==> config.mk <==
export PLATFORM = sky130hd
export DESIGN_NAME = adc_port_top
export DESIGN_NICKNAME = d
export VERILOG_FILES = /design/src/shared/adc_port_pkg.sv /design/src/core/adc_chan_pipe.sv /design/src/core/adc_port_top.sv
export VERILOG_INCLUDE_DIRS = /design/src /design/src/shared
export SDC_FILE = /design/constraint.sdc
export NUM_CORES = 1
export LEC_CHECK = 0
export BUFFER_PORTS_ARGS = -buffer_cell sky130_fd_sc_hd__buf_2
export CAP_MARGIN = 25
export CORE_MARGIN = 4
export CORE_UTILIZATION = 45
export DETAILED_ROUTE_END_ITERATION = 16
export PLACE_DENSITY = 0.65
export SLEW_MARGIN = 20
export SYNTH_ARGS = -nofsm -noshare
export SYNTH_HDL_FRONTEND = slang
export SYNTH_HIERARCHICAL = 1
export SYNTH_SLANG_ARGS = --single-unit
==> constraint.sdc <==
create_clock -name clk_i -period 2.6 [get_ports clk_i]
set_input_delay 0.26 -clock clk_i [delete_from_list [all_inputs] [get_ports clk_i]]
set_output_delay 0.26 -clock clk_i [all_outputs]
set_load 0.05 [all_outputs]
==> src/shared/adc_port_regs.svh <==
// register map, field layout and timing constants of the converter output port
`ifndef ADC_PORT_REGS_SVH
`define ADC_PORT_REGS_SVH

`define REG_CTRL 4'h0
`define REG_STATUS 4'h1
`define REG_IRQ_CLR 4'h2
`define REG_IRQ_EN 4'h3
`define REG_SAMPLE_A 4'h4
`define REG_SAMPLE_B 4'h5
`define REG_COUNT 4'h6

`define CTRL_SWAP_BIT 0
`define CTRL_PD_A_BIT 1
`define CTRL_OEN_A_BIT 2
`define CTRL_PD_B_BIT 3
`define CTRL_OEN_B_BIT 4
`define CTRL_FMT_LSB 5
`define CTRL_RESET 32'h0000_0015

`define EVT_OVR_A 0
`define EVT_OVR_B 1
`define EVT_SAMPLE_B 2
`define EVT_COUNT 3

`define PIPE_LATENCY 5
`define RESULT_MSB 9

`endif

==> src/shared/adc_port_pkg.sv <==
// types shared by the converter output port
package adc_port_pkg;
    typedef enum logic [1:0] {
        FMT_OB_DCS_OFF,
        FMT_OB_DCS_ON,
        FMT_TC_DCS_ON,
        FMT_TC_DCS_OFF
    } format_sel_t;

    typedef enum logic [1:0] {
        MODE_NORMAL,
        MODE_HIZ,
        MODE_NAP,
        MODE_SLEEP
    } chan_mode_t;

    typedef struct packed {
        logic ovr;
        logic [9:0] code;
    } sample_t;

    typedef struct packed {
        logic [9:0] data;
        logic [9:0] oen_n;
    } result_bus_t;
endpackage

==> src/core/adc_chan_pipe.sv <==
// per-channel sample edge detect, mode decode and five-stage result pipeline
`timescale 1ns/1ps
`default_nettype none
`include "adc_port_regs.svh"
module adc_chan_pipe (
    // clock and reset
    input wire logic clk_i,
    input wire logic rst_i,
    // sample clock pin and digitized input
    input wire logic sample_clock_i,
    input wire adc_port_pkg::sample_t analog_i,
    // mode controls
    input wire logic power_down_i,
    input wire logic output_enable_n_i,
    input wire logic twos_comp_i,
    // results
    output logic take_o,
    output adc_port_pkg::chan_mode_t mode_o,
    output adc_port_pkg::sample_t result_o
);
    import adc_port_pkg::*;

    logic s1_q, s2_q, s3_q;
    sample_t pipe_q [`PIPE_LATENCY];
    sample_t ana1_q, ana2_q;
    chan_mode_t mode_d;

    // two flops before use, third for edge
    always_ff @(posedge clk_i) begin
        if (rst_i) begin
            s1_q <= 1'b0;
            s2_q <= 1'b0;
            s3_q <= 1'b0;
        end else begin
            s1_q <= sample_clock_i;
            s2_q <= s1_q;
            s3_q <= s2_q;
        end
    end

    // result bits are held steady around each sample edge, and the edge is
    // seen two clocks late, so a plain two-stage copy is safe here
    always_ff @(posedge clk_i) begin
        if (rst_i) begin
            ana1_q <= '0;
            ana2_q <= '0;
        end else begin
            ana1_q <= analog_i;
            ana2_q <= ana1_q;
        end
    end

    always_comb begin
        case ({power_down_i, output_enable_n_i})
            2'b00: mode_d = MODE_NORMAL;
            2'b01: mode_d = MODE_HIZ;
            2'b10: mode_d = MODE_NAP;
            2'b11: mode_d = MODE_SLEEP;
            default: mode_d = MODE_SLEEP;
        endcase
    end

    assign mode_o = mode_d;
    // napping or sleeping channels take no samples
    assign take_o = s2_q && !s3_q && !power_down_i;

    genvar g;
    generate
        for (g = 0; g < `PIPE_LATENCY; g++) begin : g_stage
            if (g == 0) begin : g_load
                always_ff @(posedge clk_i) begin
                    if (rst_i) begin
                        pipe_q[g] <= '0;
                    end else if (take_o) begin
                        pipe_q[g].ovr <= ana2_q.ovr;
                        // two's complement is offset binary with msb flipped
                        pipe_q[g].code <= ana2_q.code ^ {twos_comp_i, 9'h000};
                    end
                end
            end else begin : g_shift
                always_ff @(posedge clk_i) begin
                    if (rst_i) begin
                        pipe_q[g] <= '0;
                    end else if (take_o) begin
                        pipe_q[g] <= pipe_q[g-1];
                    end
                end
            end
        end
    endgenerate

    assign result_o = pipe_q[`PIPE_LATENCY-1];
endmodule // adc_chan_pipe
`default_nettype wire

==> src/core/adc_port_top.sv <==
// dual converter output port: pin muxing, modes, format, overflow and wishbone registers
//
// The placing of the registers and the Wishbone register port were left to the implementer.
`timescale 1ns/1ps
`default_nettype none
`include "adc_port_regs.svh"
module adc_port_top (
    // clock and reset
    input wire logic clk_i,
    input wire logic rst_i,
    // wishbone slave
    input wire logic cyc_i,
    input wire logic stb_i,
    input wire logic we_i,
    input wire logic [5:0] adr_i,
    input wire logic [3:0] sel_i,
    input wire logic [31:0] dat_i,
    output logic [31:0] dat_o,
    output logic ack_o,
    output logic irq_o,
    // converter pins
    input wire logic sample_clock_chan_a_i,
    input wire logic sample_clock_chan_b_i,
    input wire adc_port_pkg::sample_t analog_a_i,
    input wire adc_port_pkg::sample_t analog_b_i,
    // output port
    output adc_port_pkg::result_bus_t result_bus_a_o,
    output adc_port_pkg::result_bus_t result_bus_b_o,
    output logic data_ready_clock_o,
    output logic range_exceeded_flag_o,
    output logic stabilizer_on_o
);
    import adc_port_pkg::*;

    logic [31:0] ctrl_q;
    logic [`EVT_COUNT-1:0] status_q, status_d, irq_en_q, evt;
    logic [31:0] count_q;
    logic ack_q;
    logic take_a, take_b;
    chan_mode_t mode_a, mode_b;
    sample_t res_a, res_b;
    format_sel_t fmt;
    logic tc;
    logic [3:0] idx;
    logic wr, rd;
    logic [31:0] rdata_d;
    logic ckb1_q, ckb2_q;
    result_bus_t bus_a_d, bus_b_d;

    assign fmt = format_sel_t'(ctrl_q[`CTRL_FMT_LSB+1:`CTRL_FMT_LSB]);
    assign idx = adr_i[5:2];
    assign wr = cyc_i && stb_i && we_i && !ack_q;
    assign rd = cyc_i && stb_i && !we_i && !ack_q;

    always_comb begin
        case (fmt)
            FMT_OB_DCS_OFF: tc = 1'b0;
            FMT_OB_DCS_ON: tc = 1'b0;
            FMT_TC_DCS_ON: tc = 1'b1;
            FMT_TC_DCS_OFF: tc = 1'b1;
            default: tc = 1'b0;
        endcase
    end

    adc_chan_pipe u_chan_a (
        .clk_i(clk_i),
        .rst_i(rst_i),
        .sample_clock_i(sample_clock_chan_a_i),
        .analog_i(analog_a_i),
        .power_down_i(ctrl_q[`CTRL_PD_A_BIT]),
        .output_enable_n_i(ctrl_q[`CTRL_OEN_A_BIT]),
        .twos_comp_i(tc),
        .take_o(take_a),
        .mode_o(mode_a),
        .result_o(res_a)
    );

    adc_chan_pipe u_chan_b (
        .clk_i(clk_i),
        .rst_i(rst_i),
        .sample_clock_i(sample_clock_chan_b_i),
        .analog_i(analog_b_i),
        .power_down_i(ctrl_q[`CTRL_PD_B_BIT]),
        .output_enable_n_i(ctrl_q[`CTRL_OEN_B_BIT]),
        .twos_comp_i(tc),
        .take_o(take_b),
        .mode_o(mode_b),
        .result_o(res_b)
    );

    // bus routing; a bus drives only while its source channel is normal
    always_comb begin
        if (ctrl_q[`CTRL_SWAP_BIT]) begin
            bus_a_d.data = res_a.code;
            bus_b_d.data = res_b.code;
            bus_a_d.oen_n = {10{mode_a != MODE_NORMAL}};
            bus_b_d.oen_n = {10{mode_b != MODE_NORMAL}};
        end else begin
            bus_a_d.data = res_b.code;
            bus_b_d.data = res_a.code;
            bus_a_d.oen_n = {10{mode_b != MODE_NORMAL}};
            bus_b_d.oen_n = {10{mode_a != MODE_NORMAL}};
        end
    end

    always_ff @(posedge clk_i) begin
        if (rst_i) begin
            result_bus_a_o <= '{data: 10'h000, oen_n: 10'h3FF};
            result_bus_b_o <= '{data: 10'h000, oen_n: 10'h3FF};
        end else begin
            result_bus_a_o <= bus_a_d;
            result_bus_b_o <= bus_b_d;
        end
    end

    // data-ready clock follows channel B's synchronised clock, so data is
    // settled by its falling edge
    always_ff @(posedge clk_i) begin
        if (rst_i) begin
            ckb1_q <= 1'b0;
            ckb2_q <= 1'b0;
            data_ready_clock_o <= 1'b0;
        end else begin
            ckb1_q <= sample_clock_chan_b_i;
            ckb2_q <= ckb1_q;
            data_ready_clock_o <= ckb2_q;
        end
    end

    always_ff @(posedge clk_i) begin
        if (rst_i) begin
            range_exceeded_flag_o <= 1'b0;
            stabilizer_on_o <= 1'b0;
        end else begin
            range_exceeded_flag_o <= res_a.ovr || res_b.ovr;
            stabilizer_on_o <= (fmt == FMT_OB_DCS_ON) || (fmt == FMT_TC_DCS_ON);
        end
    end

    // events: per-channel overflow leaving the pipe, and each channel B sample
    assign evt[`EVT_OVR_A] = take_a && res_a.ovr;
    assign evt[`EVT_OVR_B] = take_b && res_b.ovr;
    assign evt[`EVT_SAMPLE_B] = take_b;

    // set wins over a clear in the same cycle
    always_comb begin
        status_d = status_q;
        if (wr && idx == `REG_IRQ_CLR && sel_i[0]) begin
            status_d = status_q & ~dat_i[`EVT_COUNT-1:0];
        end
        status_d = status_d | evt;
    end

    always_ff @(posedge clk_i) begin
        if (rst_i) begin
            status_q <= '0;
            irq_o <= 1'b0;
        end else begin
            status_q <= status_d;
            irq_o <= |(status_d & irq_en_q);
        end
    end

    always_ff @(posedge clk_i) begin
        if (rst_i) begin
            count_q <= 32'h0000_0000;
        end else if (take_b) begin
            count_q <= count_q + 32'h0000_0001;
        end
    end

    // control writes honour byte lanes
    always_ff @(posedge clk_i) begin
        if (rst_i) begin
            ctrl_q <= `CTRL_RESET;
            irq_en_q <= '0;
        end else if (wr) begin
            if (idx == `REG_CTRL) begin
                for (int i = 0; i < 4; i++) begin
                    if (sel_i[i]) begin
                        ctrl_q[i*8 +: 8] <= dat_i[i*8 +: 8];
                    end
                end
            end
            if (idx == `REG_IRQ_EN && sel_i[0]) begin
                irq_en_q <= dat_i[`EVT_COUNT-1:0];
            end
        end
    end

    always_comb begin
        case (idx)
            `REG_CTRL: rdata_d = {25'h0, ctrl_q[6:0]};
            `REG_STATUS: rdata_d = {29'h0, status_q};
            `REG_IRQ_EN: rdata_d = {29'h0, irq_en_q};
            `REG_SAMPLE_A: rdata_d = {16'h0, 2'h0, mode_a, 1'b0, res_a.ovr, res_a.code};
            `REG_SAMPLE_B: rdata_d = {16'h0, 2'h0, mode_b, 1'b0, res_b.ovr, res_b.code};
            `REG_COUNT: rdata_d = count_q;
            default: rdata_d = 32'h0000_0000;
        endcase
    end

    // one wait state: ack one cycle after the request, dropped the next
    always_ff @(posedge clk_i) begin
        if (rst_i) begin
            ack_q <= 1'b0;
            dat_o <= 32'h0000_0000;
        end else begin
            ack_q <= cyc_i && stb_i && !ack_q;
            dat_o <= rd ? rdata_d : 32'h0000_0000;
        end
    end

    assign ack_o = ack_q;
endmodule // adc_port_top
`default_nettype wire

==> metrics.txt <==
Seq cells post-synth=266; routed vias=6036; root buffer cell=clkbuf_16; die area=0.02514 sq mm; final-report hold violation count=0; total setup buffers inserted after CTS=0; Syn-to-layout area delta=19.22%; worst hold path class=in -> reg; register area share after synthesis=63.00%; vias in the first global route=5586; Max Slew Vio Count=0; Area contributors post-synth=edfxtp_1 32%, dfxtp_1 31%, and2_2 7.7%; row cnt=54; CP Class=reg -> reg; Worst-Skew Late Latency=0.53 ns; Min Clock Period, post-route=2.206 ns; YS warnings=6; Inserted Clock Buffers=28; CP startpoint kind=register; max incr delay on CP=0.41 ns; largest area contributor in the netlist=edfxtp_1; number of synthesized flops with an enable pin=110; routed len/inst=14.32 um; GP Congestion=0.8064; Worst-Margin Slew=0.7624 ns; Via density=4.840; Initial Util=46.31%; Die Wd=158.6 um; fill count=1830; global-route wire length before repair=28370 um; CP Capture Type=register; Unique masters post-synth=53; Syn Inst Count=823; Synth async-reset ratio=0%; GR peak layer=met2; RSZ-0062 raised after global routing=no; adder-cell share of the synthesized area=0.3680%; Static Leak=5.002 nW; Max FO, Critical Path=17; CTS clock-pin slew for the worst setup and hold paths=0.06 ns; met2 Use GR=22.13%; largest net degree at the start of global routing=60; Die Height=158.6 um; layout cells sized above 1=32.57%; Buffers on Ports=117; post-synthesis mux area share=5.250%; met1 usage=19.53%; clk buf depth=3; hpwl dp=11620 um; Setup TNS=0 ns; peak supply drop=0.4796 mV; main combinational cell family by area after synthesis=simple AND/OR/NAND/NOR gates; final number of setup-violating endpoints=0; overall global routing resource usage=13.90%; dpl cell area=0.01092 sq mm; CP arrival=2.62 ns; CP Cell Sequence=nor3b_1, and4_1, nand3_1, buf_4, nor4_1, mux2_2; Post-Syn Area=0.01020 sq mm; n_diodes=0; FMAX=453.3 MHz; Syn Area/Cell=12.39 sq um; post-synth top area share=32.38%; CTS tree=yes; maxcap violations=0; worst rel slew slack=48.79%; # H-tree levels=1; drt first pass iters=4; WL final=17850 um; Worst EP required=3.01 ns; Fin Clk Skew=0.01069 ns; placed instance count=1166; nets@finish=1020; 1st-iter DRT viols=349; syn nets=897; GRT met3 Usage=2.990%; Tcrit/Tclk final=84.85%; pwr/cell area=728.2 mW/mm^2; Compound-Gate Fraction of Synth Area=3.901%; Core Util, Final=55.21%; Finished Cell Area=0.01216 sq mm; slowest cell on the critical path=and4_1; footprint of the multi-input gates=0.003395 sq mm; Sequential cell area=0.006426 sq mm; CTS Sinks=266; Top FF cell, synth=dfxtp_1; fin cells=1247; core area=0.02203 sq mm; Synth Area in Simple Gates=22.64%; initial antenna violation count=0; DRT antenna net count=0; I/O Pins=148; DRC Markers=0; GRT overflow=0; XOR/XNOR Fraction of Synth Area=1.116%; status=finished clean
[Yosys cell counts (all sizes together) (2+ instances only)]
master / n
and2b: 12
nand3: 9
xnor2: 2
and2: 127
or2: 7
a22oi: 6
nor4b: 2
nand2: 12
nor3: 4
clkbuf: 36
nor2b: 58
a311oi: 2
nand4: 13
mux4: 2
a211o: 4
or3: 5
mux2i: 40
nor2: 77
inv: 6
nor3b: 2
edfxtp: 110
o21ai: 3
a211oi: 3
o22a: 4
buf: 30
o31ai: 9
mux2: 8
o41ai: 2
xor2: 11
nand2b: 2
dfxtp: 156
ha: 3
nor4: 12
or4: 9
a21oi: 22
and4: 6
nand3b: 2
[critical path, delay by kind of cell, from the launching register on]
kind,cells,cell delay [ns]
simple gates,4,1.11
flops,1,0.40
buf+inv,1,0.21
mux,1,0.37
[layer usage]
layer	vias to the layer above	wire, um
met5	-	0
met4	0	286
met3	27	1185
met2	160	8047
met1	2796	8334
li1	3053	-
[through the flow]
step / hold WS, ns / total power [mW] / worst slack [ns]
after floorplan: 0.3779 / 4.872 / 0.5691
after global placement: 0.4196 / 4.990 / 0.4271
after detailed placement: 0.4204 / 4.998 / 0.4129
after CTS: 0.04251 / 8.967 / 0.3949
after global routing: 0.04488 / 9.178 / 0.2288
final: 0.08064 / 8.856 / 0.3938
[layout by cell type (no fill, tap or decap), types with 8 or more instances in the layout]
| cell | n |
|---|---|
| dlygate4sd3_1 | 30 |
| and2_2 | 104 |
| o31ai_1 | 9 |
| buf_4 | 9 |
| clkbuf_16 | 30 |
| buf_2 | 116 |
| nand4_1 | 12 |
| or4_1 | 9 |
| nand2_1 | 12 |
| mux2_2 | 8 |
| nor4_1 | 11 |
| nor2b_1 | 58 |
| edfxtp_1 | 110 |
| and2_1 | 23 |
| dfxtp_1 | 156 |
| and2b_2 | 12 |
| a21oi_1 | 22 |
| mux2i_1 | 40 |
| xor2_1 | 11 |
| nor2_1 | 77 |
| nand3_1 | 9 |
[layout make-up]
class	instances	area share (%)
Inverter	6	0.1852
Timing Repair Buffer	159	8.458
Tap cell	280	2.881
Multi-Input combinational cell	485	27.91
Clock inverter	8	0.6173
Sequential cell	266	52.84
Clock buffer	43	7.100
[sequential cells by signal, summed over array words and instances, names as in the netlist, 3 cells and up]
name             count
dat_o               32
u_chan_a/pipe_q     55
u_chan_a/ana2_q     11
u_chan_b/pipe_q     55
irq_en_q             3
u_chan_b/ana2_q     11
result_bus_a_o      11
u_chan_a/ana1_q     11
result_bus_b_o      11
ctrl_q               7
count_q             32
u_chan_b/ana1_q     11
status_q             3
[where the power goes]
group	internal, mW	total, mW	leakage (nW)	switching, mW
combinational	0.156	0.399	2.11	0.243
clock	2.38	3.92	0.467	1.54
sequential	4.49	4.54	2.42	0.0462
total	7.03	8.86	5.00	1.83
[repair_timing]
item / CTS / global route
resized for setup: 0 / 0
hold endpoints to repair: 31 / 0
hold buffers: 30 / 0
[worst paths after layout]
path / slack [ns] / endpoint / depth (start not counted) / from
setup / recovery: 0.39 / count_q[30] / 6 / ctrl_q[3]
hold / removal: 0.08 / ctrl_q[3] / 3 / dat_i[3]
setup reg to reg: 0.39 / count_q[30] / 6 / ctrl_q[3]
hold reg to reg: 0.43 / u_chan_a/ana2_q[9] / 1 / u_chan_a/ana1_q[9]
[cells by family (layout without fill, tap and decap cells)]
family	Yosys count	count (layout)
flip-flops	266	266
buffers and inverters	72	216
multiplexers	50	50
AO/OA/AOI/OAI	57	57
XOR/XNOR	13	13
adder cells (fa/ha/maj)	3	3
AND/OR/NAND/NOR	362	362
No activity file was read; power rests on OpenSTA's default activity.
